## config.mk

```make
export PLATFORM = sky130hd
export DESIGN_NAME = pia_core
export DESIGN_NICKNAME = d
export VERILOG_FILES = /design/src/design/pia_pkg.sv /design/src/design/pia_core.sv /design/src/design/pia_arbiter.sv
export SDC_FILE = /design/constraint.sdc
export NUM_CORES = 1
export LEC_CHECK = 0
export ABC_AREA = 0
export BUFFER_PORTS_ARGS = -buffer_cell sky130_fd_sc_hd__buf_2
export CAP_MARGIN = 10
export CORE_ASPECT_RATIO = 0.6
export CORE_MARGIN = 1
export CORE_UTILIZATION = 33
export CTS_CLUSTER_DIAMETER = 50
export DETAILED_ROUTE_END_ITERATION = 7
export GPL_ROUTABILITY_DRIVEN = 0
export MAX_ROUTING_LAYER = met4
export PLACE_DENSITY = 0.5
export SYNTH_ARGS = -nofsm -noshare
export SYNTH_HDL_FRONTEND = slang
export SYNTH_SLANG_ARGS = --single-unit
export TNS_END_PERCENT = 30
```

## constraint.sdc

```tcl
create_clock -name core_clk -period 46.6 [get_ports core_clk]
set_clock_uncertainty 0.1 [all_clocks]
set_input_delay 9.32 -clock core_clk [delete_from_list [all_inputs] [get_ports core_clk]]
set_output_delay 9.32 -clock core_clk [all_outputs]
set_load 0.005 [all_outputs]
```

## src/design/pia_pkg.sv

```systemverilog
// shared constants and carrier types of the platform interrupt arbiter
package pia_pkg;
  localparam int unsigned PIA_MAX_SRC  = 32;    // largest source count
  localparam int unsigned PIA_NSRC     = 32;    // default source count
  localparam int unsigned PIA_PRIO_W   = 3;     // default priority width
  localparam int unsigned PIA_ID_W     = 5;     // width of an interrupt id
  localparam logic [4:0]  PIA_NO_IRQ   = 5'h00; // id meaning no interrupt
  localparam logic        PIA_RST_BIT  = 1'b0;  // reset value of flag bits

  // one firmware access port per output context
  typedef struct packed {
    logic                claim_rd;  // claim read strobe, one cycle
    logic                done_wr;   // completion write strobe, one cycle
    logic [PIA_ID_W-1:0] done_id;   // id carried by the completion
  } pia_access_t;

  // per output context configuration
  typedef struct packed {
    logic [PIA_MAX_SRC-1:0] allow;     // source_allow_flag per source
    logic [PIA_PRIO_W-1:0]  threshold; // winning priority must exceed
  } pia_ctx_cfg_t;
endpackage

```

## src/design/pia_core.sv

```systemverilog
// platform interrupt arbiter top: gateways, two contexts, claim and complete
//
// Overview of operation
// - at most thirty-two sources, addressed by id
// - source zero never pends, means no interrupt
// - separate machine and supervisor request outputs
// - sources are level sensitive, active high, held
// - asserted source request sets its waiting flag
// - only waiting sources compete with their priority
// - per output allow flag gates competition
// - larger priority wins, id travels with it
// - equal priority goes to the lower id
// - request asserted only when priority exceeds threshold
// - claim read returns the id of the highest priority waiting source
// - claim with nothing waiting returns zero
// - claim clears the returned source's waiting flag
// - claimed source stays quiet until completion
// - completion write of the id re-arms the gateway
`timescale 1ns/1ps
`default_nettype none
module pia_core
  import pia_pkg::*;
#(
  parameter int unsigned NSRC   = PIA_NSRC,   // number of ids incl. zero
  parameter int unsigned PRIO_W = PIA_PRIO_W  // priority field width
) (
  input  wire logic                        core_clk,       // 250 MHz clock
  input  wire logic                        rstn,           // async, low
  input  wire logic [NSRC-1:0]             src_req,        // source levels
  input  wire logic [NSRC-1:0][PRIO_W-1:0] src_priority,   // per source
  input  wire pia_ctx_cfg_t                m_cfg,          // machine config
  input  wire pia_ctx_cfg_t                s_cfg,          // supervisor cfg
  input  wire pia_access_t                 m_acc,          // machine access
  input  wire pia_access_t                 s_acc,          // supervisor acc
  output logic [PIA_ID_W-1:0]              m_claim_id,     // machine claim
  output logic [PIA_ID_W-1:0]              s_claim_id,     // supervisor
  output logic                             hart_external_request_m, // mach
  output logic                             hart_external_request_s, // sup
  output logic [NSRC-1:0]                  source_waiting_flag,     // state
  output logic [NSRC-1:0]                  source_in_service        // state
);
  // refuse sizes the id field or the scan cannot serve; the threshold
  // field of the config carrier is only the package priority width wide
  if (NSRC > PIA_MAX_SRC || NSRC < 2 || PRIO_W < 1 ||
      PRIO_W > PIA_PRIO_W) begin : g_bad
    $error("pia_core: NSRC must be 2..32 and PRIO_W 1..3");
  end

  logic [NSRC-1:0]     pending;     // source_waiting_flag storage
  logic [NSRC-1:0]     in_service;  // claimed, waiting for completion
  logic [PIA_ID_W-1:0] m_win_id;    // machine context winner
  logic [PIA_ID_W-1:0] s_win_id;    // supervisor context winner
  logic [PRIO_W-1:0]   m_win_prio;  // machine winning priority
  logic [PRIO_W-1:0]   s_win_prio;  // supervisor winning priority

  assign source_waiting_flag = pending;
  assign source_in_service   = in_service;

  // machine context priority scan
  pia_arbiter #(.NSRC(NSRC), .PRIO_W(PRIO_W)) u_arb_m (
    .pending  (pending),
    .allow    (m_cfg.allow[NSRC-1:0]),
    .prio     (src_priority),
    .win_id   (m_win_id),
    .win_prio (m_win_prio)
  );

  // supervisor context priority scan
  pia_arbiter #(.NSRC(NSRC), .PRIO_W(PRIO_W)) u_arb_s (
    .pending  (pending),
    .allow    (s_cfg.allow[NSRC-1:0]),
    .prio     (src_priority),
    .win_id   (s_win_id),
    .win_prio (s_win_prio)
  );

  // threshold compare; the threshold field is narrowed to the priority width
  wire m_over = m_win_prio > m_cfg.threshold[PRIO_W-1:0];
  wire s_over = s_win_prio > s_cfg.threshold[PRIO_W-1:0];

  // a claim only takes effect for a real winner
  wire m_claim_hit = m_acc.claim_rd && (m_win_id != PIA_NO_IRQ);
  wire s_claim_hit = s_acc.claim_rd && (s_win_id != PIA_NO_IRQ);

  // a completion counts only for an id that is now in service
  wire m_done_ok = m_acc.done_wr && (m_acc.done_id != PIA_NO_IRQ) &&
                   (32'(m_acc.done_id) < NSRC) &&
                   in_service[m_acc.done_id];
  wire s_done_ok = s_acc.done_wr && (s_acc.done_id != PIA_NO_IRQ) &&
                   (32'(s_acc.done_id) < NSRC) &&
                   in_service[s_acc.done_id];

  // per source gateway: one generate loop over all ids
  logic [NSRC-1:0] set_mask;      // gateway fires this cycle
  logic [NSRC-1:0] claim_mask;    // claimed by either context
  logic [NSRC-1:0] done_mask;     // completed by either context
  logic [NSRC-1:0] next_pending;  // next waiting flags
  logic [NSRC-1:0] next_service;  // next in-service flags

  for (genvar i = 0; i < NSRC; i++) begin : g_gw
    if (i == 0) begin : g_zero
      // id zero has no gateway at all
      assign set_mask[i]     = 1'b0;
      assign claim_mask[i]   = 1'b0;
      assign done_mask[i]    = 1'b0;
      assign next_pending[i] = 1'b0;
      assign next_service[i] = 1'b0;
    end else begin : g_src
      // level seen while idle raises the waiting flag; a source still
      // in service is masked so it cannot pend again before completion
      assign set_mask[i]   = src_req[i] && !in_service[i];
      assign claim_mask[i] = (m_claim_hit && m_win_id == PIA_ID_W'(i)) ||
                             (s_claim_hit && s_win_id == PIA_ID_W'(i));
      assign done_mask[i]  = (m_done_ok && m_acc.done_id == PIA_ID_W'(i)) ||
                             (s_done_ok && s_acc.done_id == PIA_ID_W'(i));
      // claim clears waiting; a claimed source is in service so set is off
      assign next_pending[i] = claim_mask[i] ? 1'b0 :
                               (pending[i] | set_mask[i]);
      // claim wins over a same-cycle completion so nothing is lost
      assign next_service[i] = claim_mask[i] ? 1'b1 :
                               (in_service[i] & ~done_mask[i]);
    end
  end

  // gateway state registers
  always_ff @(posedge core_clk or negedge rstn) begin
    if (!rstn) begin
      pending    <= {NSRC{PIA_RST_BIT}};
      in_service <= {NSRC{PIA_RST_BIT}};
    end else begin
      pending    <= next_pending;
      in_service <= next_service;
    end
  end

  // claim answers, held until the next claim read on the same context
  always_ff @(posedge core_clk or negedge rstn) begin
    if (!rstn) begin
      m_claim_id <= PIA_NO_IRQ;
      s_claim_id <= PIA_NO_IRQ;
    end else begin
      if (m_acc.claim_rd) begin
        m_claim_id <= m_win_id;
      end
      if (s_acc.claim_rd) begin
        s_claim_id <= s_win_id;
      end
    end
  end

  // request lines registered, one cycle behind the arbitration
  always_ff @(posedge core_clk or negedge rstn) begin
    if (!rstn) begin
      hart_external_request_m <= 1'b0;
      hart_external_request_s <= 1'b0;
    end else begin
      hart_external_request_m <= m_over;
      hart_external_request_s <= s_over;
    end
  end

  // no allowed waiting source outranks the machine winner, and one of
  // equal priority may only stand behind it with a larger id
  for (genvar j = 1; j < NSRC; j++) begin : g_rank

  end
endmodule
`default_nettype wire

```

## src/design/pia_arbiter.sv

```systemverilog
// linear priority scan for one output context: picks highest enabled pending source
`timescale 1ns/1ps
`default_nettype none
module pia_arbiter
  import pia_pkg::*;
#(
  parameter int unsigned NSRC   = PIA_NSRC,
  parameter int unsigned PRIO_W = PIA_PRIO_W
) (
  input  wire logic [NSRC-1:0]             pending,  // source_waiting_flag
  input  wire logic [NSRC-1:0]             allow,    // source_allow_flag
  input  wire logic [NSRC-1:0][PRIO_W-1:0] prio,     // per source priority
  output logic      [PIA_ID_W-1:0]         win_id,   // winning id, 0 if none
  output logic      [PRIO_W-1:0]           win_prio  // winning priority
);
  // the id field holds 32 ids at most and the scan starts at id one
  if (NSRC > PIA_MAX_SRC || NSRC < 2 || PRIO_W < 1) begin : g_bad
    $error("pia_arbiter: NSRC must be 2..32, PRIO_W at least 1");
  end

  // linear scan from id 1 upward; strict compare keeps the lower id on a
  // tie and lets a priority of zero never win, trading depth for area
  always_comb begin
    win_id   = PIA_NO_IRQ;
    win_prio = '0;
    for (int i = 1; i < NSRC; i++) begin
      if (pending[i] && allow[i] && (prio[i] > win_prio)) begin
        win_prio = prio[i];                    // larger priority kept
        win_id   = PIA_ID_W'(i);               // equal priority: lower id
      end
    end
  end
endmodule
`default_nettype wire

```

==> reports/results.ini, run 1 <==
[run_status]
status=finished, violations left
violations=negative setup slack

[synthesis]
synth_top_area_share=0.133
ys_warn_count=0
synth-edff-count=0
ys_top_cells_by_area=dfrtp_1 (13%), ha_1 (7.1%), nor2_1 (6.1%)
seq_area_frac_synth=0.133
synth_cells=1975
synth_cell_types=119
synth_ff_type=dfrtp_1
syn_avg_cell_area_sq_um=7.03
ys_async_sr_fraction=1.00
ys_ff_latch=74
yosysTopAreaCell=dfrtp_1
syn_area_sq_mm=0.0139

[timing]
finalHoldViolations=0
tightest_slew_ns=1.02
rsz0062_at_grt=true
setup_violations=71
fin_crit_ns=47.85
fin_ws_ns=-1.25
final_max_slew_viol_count=0
timing.fmax_mhz=20.9
fin_crit_sh=1.03
hold_ws_ns=0.419
maxSlewHeadroom=0.323

[floorplanning]
io_pins=290
coreArea_sq_mm=0.0409
rows=57
dieHeight_um=161
die_x_um=267
die_area_sq_mm=0.0429
initial_utilization=0.339

[clock_network]
cts-root-buf=clkbuf_16
clockBufferDepth=2
numCtsBuffers=9
clkLatencyLatePin_ns=0.35
cts_tree=done
cts_hold_buf=0
htreeDepth=3
cts.sinks=74
path_clk_slew_ns=0.07

[critical_path]
r2r-start=source_waiting_flag[1]$_DFF_PN0_
crit_slowest_cell=or4_4
cpPeakStageDelay_ns=0.53
regToRegSetupSlack_ns=7.17
critical-path-top-delay-family=compound AO/OA/AOI/OAI gates
crit_arrival_ns=47.99
crit_type=in2reg
worstPathRequired_ns=46.74
cp.depth=215
cp_common_cell=ha_4
critPathCaptureType=flop
critPathBufInv=14
regToRegEndpoint=source_in_service[22]$_DFF_PN0_
cp_max_fo=4
start_kind=primary input
rr_worst_depth=214

[route]
wl_met1_mm=31.9
route.vias.total=18691
met2_length_mm=27.8
drc_errors=0
wl_mm=66.2
dr.pass1.iters=6
maxUsedRoutingLayer=met4
ant_nets=0
wl_met3_mm=5.65
viasPerCell=5.89
drt-initial-drc-count=2022
wl_per_cell_um=20.9

[global_route]
grt_pass1_wl_mm=97.3
grt.overflow.total=0
grt_start_max_net_pins=75
antenna_found_initial=6
grt.total_usage=0.298
grt_pass1_vias=16738

[finish]
fillers=4139
final_cell_mix=buf_4 (386), buf_2 (278), nand2_1 (181)
layoutNonFillerInstCount=3172
regArea_sq_mm=0.00185
final_common_cell=buf_4
drive_above_1_share=0.421
multi_input_area_sq_mm=0.0131
final_nets=2893
syn_to_final_growth_pct=50.6
fin_util=0.511

[place]
dp_cells=3060
dpl.hpwl_mm=53.8
io_buffers=281

[power]
power_density_mw_per_mm2=88.0
ir_drop_mv=0.0599
p_leak_nw=9.28

[flow_run]
cap_violations=0

[min_path]
hold_depth=1
hold_class=reg2reg
holdPathEnd=s_claim_id[4]$_DFFE_PN0P_
hp-start=s_claim_id[4]$_DFFE_PN0P_

==> logic make-up (layout without fill, tap and decap cells) <==
family	after synthesis	count (layout)	share of synthesized area
compound gates	656	656	0.343
xor+xnor	2	2	0.00126
fa+ha+maj	95	95	0.0827
buf+inv	172	801	0.0504
flops	74	74	0.133
mux	51	51	0.0559
other cells	1	9	0.000270
simple gates	924	924	0.333
==> where the power goes <==
| part | internal, W | switching [W] | total [W] |
|---|---|---|---|
| sequential | 0.0000922 | 0.0000463 | 0.000139 |
| combinational | 0.000792 | 0.000832 | 0.00162 |
| clock | 0.0000474 | 0.0000308 | 0.0000782 |
==> area by class of cell <==
class | count | share of cell area
Clock inverter | 7 | 0.00478
Sequential cell | 74 | 0.0885
Clock buffer | 9 | 0.0108
Tap cell | 560 | 0.0335
Timing Repair Buffer | 678 | 0.214
Multi-Input combinational cell | 1730 | 0.628
Inverter | 107 | 0.0193
Antenna cell | 7 | 0.000837
==> per-layer routing <==
metal | GRT usage | up-vias
met3 | 0.0420 | 70
met2 | 0.418 | 858
met5 | - | -
li1 | - | 8849
met4 | 0.0431 | 0
met1 | 0.452 | 8914
==> metrics by stage <==
stage	power [W]	cell area, sq um	setup slack (ns)	setup TNS (ns)
5_1_grt	0.00196	20900	-3.09	-210.08
2_1_floorplan	0.000822	14200	0.00151	0
6_report	0.00184	20900	-1.25	-73.18
4_1_cts	0.00155	19200	-1.41	-85.07
3_3_place_gp	0.00138	18300	-2.20	-137.60
3_5_place_dp	0.00139	18300	-2.72	-177.59
==> worst max-delay path by stage <==
stage	start	to	slack, ns
4_1_cts	s_cfg[4]	source_in_service[29]$_DFF_PN0_	-1.41
3_5_place_dp	s_cfg[4]	source_waiting_flag[23]$_DFF_PN0_	-2.72
2_1_floorplan	src_priority[4]	source_in_service[19]$_DFF_PN0_	0.002
6_report	s_cfg[4]	source_in_service[22]$_DFF_PN0_	-1.25
3_3_place_gp	s_cfg[4]	source_in_service[23]$_DFF_PN0_	-2.20
5_1_grt	s_cfg[4]	source_waiting_flag[23]$_DFF_PN0_	-3.09
==> registers in the layout, indices dropped and copies added (netlist names) <==
register                 flops
hart_external_request_m      1
hart_external_request_s      1
source_in_service           31
m_claim_id                   5
s_claim_id                   5
source_waiting_flag         31
==> Yosys cell counts (12+ instances only) <==
master and number:
mux4_2 18, clkbuf_1 46, o221ai_1 14, nor3_1 75, o22ai_1 25, o211a_1 24
dfrtp_1 74, a21oi_1 121, ha_1 79, nand2b_1 30, o211ai_1 37, a21o_1 17
nand3_1 118, nor4_1 13, nor2_1 226, nor2b_1 32, nand2_1 199, a31oi_1 37
o31ai_1 24, or2_2 31, mux2_2 18, o21ai_0 103, o21a_1 26, inv_1 105
and2_1 35, or3_1 33, a211oi_1 27, nand4_1 24, mux2i_1 12, maj3_1 16
and3_1 50
==> repair_timing <==
| action | in CTS | in global routing |
|---|---|---|
| pin swaps | 36 | 253 |
| endpoints found under the setup margin | 74 | 74 |
| gates resized for setup | 80 | 253 |
| setup buffers | 24 | 67 |
No activity file was read; power rests on OpenSTA's default activity.
==> inputs of run 2 (changes only) <==
Settings changed: SKIP_CTS_REPAIR_TIMING set to 1.
==> run 2 against run 1 <==
The flow still finishes with violations (negative setup slack). Setup slack better by 0.52 ns. Wire length fell by 0.37%. Cell count is 0.63% lower. Design area about the same. Utilization is essentially flat. Critical path depth rose by 4. Combinational power about the same. Maximum frequency up 1.1%. Via count fell by 0.55%. Sequential power about the same. Sequential share of layout area barely moved. Register-to-register slack gained 0.54 ns. Critical endpoint is now source_in_service[25]$_DFF_PN0_.
==> reports/results.ini, run 2 (same netlist as run 1, synthesis figures left out) <==
[run_status]
violations=negative setup slack
status=finished, violations left

[power]
seqPwrFrac=0.075  ; about the same
pwr-share-clk=0.042  ; about the same
ir_drop_mv=0.0538  ; -10%
combPwrFrac=0.882  ; about the same
power_switching_share=0.494  ; about the same
p_int_w=0.000929  ; -0.23%
p_sw_w=0.000908  ; -0.12%
power_density_mw_per_mm2=87.9  ; -0.13%
p_leak_nw=9.21  ; -0.70%

[timing]
rsz0062_at_grt=true
finalHoldViolations=0  ; unchanged
tightest_slew_ns=0.995  ; -0.0213 ns
fin_crit_ns=47.33  ; -0.522 ns
setup_violations=67  ; -5.6%
final_max_slew_viol_count=0  ; unchanged
hold_ws_ns=0.427  ; +0.00879 ns
fin_crit_sh=1.02  ; -0.0112
maxSlewHeadroom=0.337  ; +0.0142
fin_ws_ns=-0.727  ; +0.522 ns
timing.fmax_mhz=21.1  ; +1.1%

[place]
pre_cts_slack_ns=-2.72  ; unchanged
io_buffers=281  ; unchanged
dpl.hpwl_mm=53.8  ; unchanged

[route]
wl_met1_mm=31.1  ; -2.3%
wl_mm=66.0  ; -0.37%
drt-initial-drc-count=1696  ; -16%
ant_nets=0  ; unchanged
drc_errors=0  ; unchanged
route.vias.total=18589  ; -0.55%
met2_length_mm=27.3  ; -1.7%
wl_per_cell_um=20.9  ; +0.26%
wl_met3_mm=6.36  ; +13%
viasPerCell=5.90  ; about the same
maxUsedRoutingLayer=met4
dr.pass1.iters=6  ; unchanged

[finish]
drive_above_1_share=0.423  ; +0.00188
final_cell_mix=buf_4 (366), buf_2 (278), nand2_1 (181)
final_common_cell=buf_4
final_nets=2872  ; -0.73%
syn_to_final_growth_pct=50.5  ; about the same

[critical_path]
critPathCaptureType=flop
cp_common_cell=ha_4
crit_type=in2reg
r2r-start=source_waiting_flag[1]$_DFF_PN0_
cpPeakStageDelay_ns=0.55  ; +0.02 ns
critPathBufInv=13  ; -1
critical-path-top-delay-family=compound AO/OA/AOI/OAI gates
crit_arrival_ns=47.44  ; -0.55 ns
crit_start=src_priority[4]
cp_max_fo=5  ; +1
worstPathRequired_ns=46.71  ; -0.03 ns
start_kind=primary input
crit_slowest_cell=or4_4

[floorplanning]
die_x_um=267  ; unchanged
rows=57  ; unchanged
coreArea_sq_mm=0.0409  ; unchanged
io_pins=290  ; unchanged
die_area_sq_mm=0.0429  ; unchanged
initial_utilization=0.339  ; unchanged
dieHeight_um=161  ; unchanged

[clock_network]
numCtsBuffers=9  ; unchanged
clockBufferDepth=2  ; unchanged
cts-root-buf=clkbuf_16
path_clk_slew_ns=0.06  ; about the same
cts_tree=done
cts.sinks=74  ; unchanged
htreeDepth=3  ; unchanged
clkLatencyLatePin_ns=0.34  ; about the same

[global_route]
grt_pass1_wl_mm=95.9  ; -1.5%
grt.total_usage=0.295  ; -0.00286
grt_pass1_vias=16564  ; -1.0%
antenna_found_initial=8  ; +2
grt_start_max_net_pins=75  ; unchanged
grt.overflow.total=0  ; unchanged

[min_path]
hold_class=reg2reg
hp-start=m_claim_id[2]$_DFFE_PN0P_

[flow_run]
cap_violations=0  ; unchanged

-- run 2: power by group through the flow --
stage | clock network (W) | registers, W | logic, W
floorplan | 0 | 0.000118 | 0.000704
global placement | 0 | 0.000138 | 0.00124
detailed placement | 0 | 0.000138 | 0.00125
CTS | 0.0000785 | 0.000137 | 0.00126
global route | 0.0000814 | 0.000142 | 0.00174
finish | 0.0000775 | 0.000139 | 0.00162
-- run 2: cell type report --
cell class / instances / area, sq um
Sequential cell: 74 / 1850
Timing Repair Buffer: 657 / 4310
Clock inverter: 7 / 100
Multi-Input combinational cell: 1730 / 13300
Clock buffer: 9 / 225
Fill cell: 4120 / 20000
Inverter: 107 / 409
Tap cell: 560 / 701
Antenna cell: 8 / 20.0
-- run 2: worst register-to-register path: cells and delay by family, from the launching register on --
| kind | cells | cell delay [ns] |
|---|---|---|
| AO/OA/AOI/OAI | 89 | 14.91 |
| adder cells (fa/ha/maj) | 36 | 9.79 |
| flip-flops | 1 | 0.55 |
| multiplexers | 6 | 1.67 |
| buffers and inverters | 12 | 0.99 |
| AND/OR/NAND/NOR | 75 | 10.88 |
-- run 2: path summary, 6_finish.rpt --
kind | endpoint | slack, ns | cells past startpoint
hold reg to reg | m_claim_id[2]$_DFFE_PN0P_ | 0.43 | 2
hold / removal | m_claim_id[2]$_DFFE_PN0P_ | 0.43 | 2
setup reg to reg | source_in_service[25]$_DFF_PN0_ | 7.71 | 218
min in group asynchronous | hart_external_request_s$_DFF_PN0_ | 9.01 | 1
setup / recovery | source_in_service[25]$_DFF_PN0_ | -0.73 | 219
max in group asynchronous | s_claim_id[3]$_DFFE_PN0P_ | 36.70 | 1
-- run 2: stage by stage --
step,total power [W],setup TNS [ns],cell area (sq um),utilization,std cells
after floorplan,0.000822,0,14200,-,1976
after global placement,0.00138,-137.60,18300,0.448,3060
after detailed placement,0.00139,-177.59,18300,0.448,3060
after CTS,0.00148,-166.09,18700,0.456,3076
after global routing,0.00196,-171.65,20900,0.511,3152
final,0.00184,-35.61,20900,0.511,3152
-- run 2: per-layer routing --
layer,vias up,global-route usage
li1,8815,-
met1,8868,0.438
met2,838,0.400
met3,68,0.0644
met4,0,0.0632
met5,-,-
==> inputs of run 3 (changes only) <==
Settings changed: SYNTH_HIERARCHICAL set to 1.
Clock period 46.6 ns to 50.4 ns, I/O delays scaled along.
==> run 3 against run 2 <==
Critical path type unchanged. Sequential power shrank 9%. Clock power shrank 17%. The run now ends clean. Sequential cell count unchanged. Hold slack got worse by 0.020 ns.
==> reports/results.ini, run 3 <==
[synthesis]
ys_warn_count=6  ; +6
synth.most_common_cell=nor2_1
ys_ff_latch=74  ; unchanged
seq_area_frac_synth=0.135  ; +0.00156
synth_top_family_by_area=compound AO/OA/AOI/OAI gates
synth_top_area_share=0.135  ; +0.00156
synth-adder-area-share=0.0815  ; -0.00122
yosys.area_share.simple=0.311  ; -0.0218
ys_async_sr_fraction=1.00  ; unchanged
synth_cell_types=124  ; +4.2%
synth_common_cells=nor2_1 (210), nand2_1 (183), inv_1 (154)
synth-edff-count=0  ; unchanged
yosysTopAreaCell=dfrtp_1
synth_ff_type=dfrtp_1
syn_avg_cell_area_sq_um=7.12  ; +1.2%
muxShareOfSynthArea=0.0546  ; -0.00135
syn_area_sq_mm=0.0137  ; -1.2%
synth_compound_area_frac=0.361  ; +0.0172
ys_top_cells_by_area=dfrtp_1 (13%), ha_1 (7.1%), nor2_1 (5.7%)
synth_xor_area_frac=0.00128  ; +0.0000147
synth_cells=1929  ; -2.3%

[flow_run]
cap_violations=0  ; unchanged

[timing]
finalHoldViolations=0  ; unchanged
timing.fmax_mhz=20.7
setup_violations=0  ; -100%
fin_crit_sh=0.960
fin_ws_ns=2.00  ; +2.72 ns
final_max_slew_viol_count=0  ; unchanged
maxSlewHeadroom=0.285  ; -0.0517
tightest_slew_ns=1.07  ; +0.0776 ns
fin_crit_ns=48.40
setup_tns_ns=0  ; +35.61 ns

[min_path]
hold_class=reg2reg

[clock_network]
numCtsBuffers=9  ; unchanged
clkLatencyLatePin_ns=0.34  ; about the same
path_clk_slew_ns=0.06  ; about the same
cts.sinks=74  ; unchanged
clockBufferDepth=2  ; unchanged
cts-root-buf=clkbuf_16
cts_tree=done
htreeDepth=3  ; unchanged

[power]
power_density_mw_per_mm2=69.0  ; -21%
power_w=0.00122  ; -34%
ir_drop_mv=0.0438  ; -19%
p_leak_nw=7.93  ; -14%

[route]
dr.pass1.iters=8  ; +2
ant_nets=0  ; unchanged
wl_mm=59.9  ; -9.3%
drc_errors=0  ; unchanged
route.vias.total=17315  ; -6.9%
wl_per_cell_um=20.7  ; -1.2%
viasPerCell=5.98  ; +1.4%
drt-initial-drc-count=2234  ; +32%

[floorplanning]
die_x_um=265  ; -0.57%
dieHeight_um=160  ; -0.57%
io_pins=290  ; unchanged
initial_utilization=0.337  ; -0.00215
die_area_sq_mm=0.0425  ; -1.1%
rows=57  ; unchanged
coreArea_sq_mm=0.0407  ; -0.52%

[critical_path]
regToRegSetupSlack_ns=11.31  ; +3.60 ns
cp_common_cell=ha_1
worstPathRequired_ns=50.52  ; +3.81 ns
critPathCaptureType=flop
crit_type=in2reg
crit_slowest_cell=mux2_2
cp_max_fo=7  ; +2
cpPeakStageDelay_ns=0.39  ; -0.16 ns
start_kind=primary input
crit_arrival_ns=48.53  ; +1.09 ns

[finish]
drive_above_1_share=0.309  ; -0.114
syn_to_final_growth_pct=28.5
final_nets=2614  ; -9.0%
fin_util=0.433  ; -0.0777
final_cell_mix=buf_2 (280), nor2_1 (187), nand2_1 (178)
fillers=4309  ; +4.6%
final_common_cell=buf_2

[global_route]
grt_pass1_wl_mm=89.6  ; -6.5%
grtUsageMet3=0.0549  ; -0.00950
grt_start_max_net_pins=75  ; unchanged
grt.overflow.total=0  ; unchanged
grt.total_usage=0.276  ; -0.0195
grt_use_met1=0.431  ; -0.00636
antenna_found_initial=9  ; +1
grt_busiest_layer=met1
grt_pass1_vias=15289  ; -7.7%
met2_usage=0.350  ; -0.0497

[place]
dpl.hpwl_mm=49.2  ; -8.5%
pre_cts_slack_ns=0.0435  ; +2.77 ns
io_buffers=281  ; unchanged

[run_status]
status=finished clean

[run 3: worst max-delay path, delay by kind of cell]
kind	cells	cell delay, ns
AOI/OAI and AO/OA	91	15.92
adders and majority gates	36	10.23
buffers and inverters	12	1.44
muxes	9	2.98
and+or+nand+nor	56	7.75
[run 3: through the flow]
stage	cells	area [sq um]	hold WS (ns)
after floorplan	1930	13700	0.405
after global placement	2839	16400	0.391
after detailed placement	2839	16400	0.391
after CTS	2855	16700	0.409
after global routing	2895	17600	0.427
final	2895	17600	0.407
[run 3: where the power goes]
| group | switching (W) | leakage [nW] | internal (W) |
|---|---|---|---|
| logic | 0.000569 | 7.01 | 0.000458 |
| registers | 0.0000405 | 0.777 | 0.0000851 |
| clock network | 0.0000264 | 0.145 | 0.0000382 |
[run 3: path summary, 6_finish.rpt]
check | start | cells after the start | to
hold / removal | m_claim_id[0]$_DFFE_PN0P_ | 1 | m_claim_id[0]$_DFFE_PN0P_
setup / recovery | src_priority[4] | 204 | source_in_service[1]$_DFF_PN0_
setup reg to reg | source_waiting_flag[1]$_DFF_PN0_ | 203 | source_in_service[1]$_DFF_PN0_
max in group asynchronous | rstn | 1 | source_in_service[12]$_DFF_PN0_
hold reg to reg | m_claim_id[0]$_DFFE_PN0P_ | 1 | m_claim_id[0]$_DFFE_PN0P_
min in group asynchronous | rstn | 1 | hart_external_request_m$_DFF_PN0_
[run 3: area by class of cell]
cell class                 count  area (sq um)  area share
clock inverter                 7          70.1     0.00397
multi-input combinational   1668         11800       0.668
inverter                     154           578      0.0328
sequential                    74          1850       0.105
clock buffer                   9           225      0.0128
antenna                        8          20.0     0.00113
timing repair buffer         415          2410       0.137
tap                          560           701      0.0397
[run 3: cells by family (layout without fill, tap and decap cells)]
group | after synthesis | after routing
compound gates | 671 | 671
xor+xnor | 2 | 2
fa+ha+maj | 92 | 92
buf+inv | 188 | 585
flops | 74 | 74
mux | 55 | 55
other cells | 1 | 10
simple gates | 846 | 846
[run 3: routing by layer]
| metal | share of wire | vias up |
|---|---|---|
| met4 | 0.017 | 0 |
| met1 | 0.51 | 8212 |
| li1 | - | 8213 |
| met2 | 0.38 | 841 |
| met5 | 0 | - |
| met3 | 0.095 | 49 |
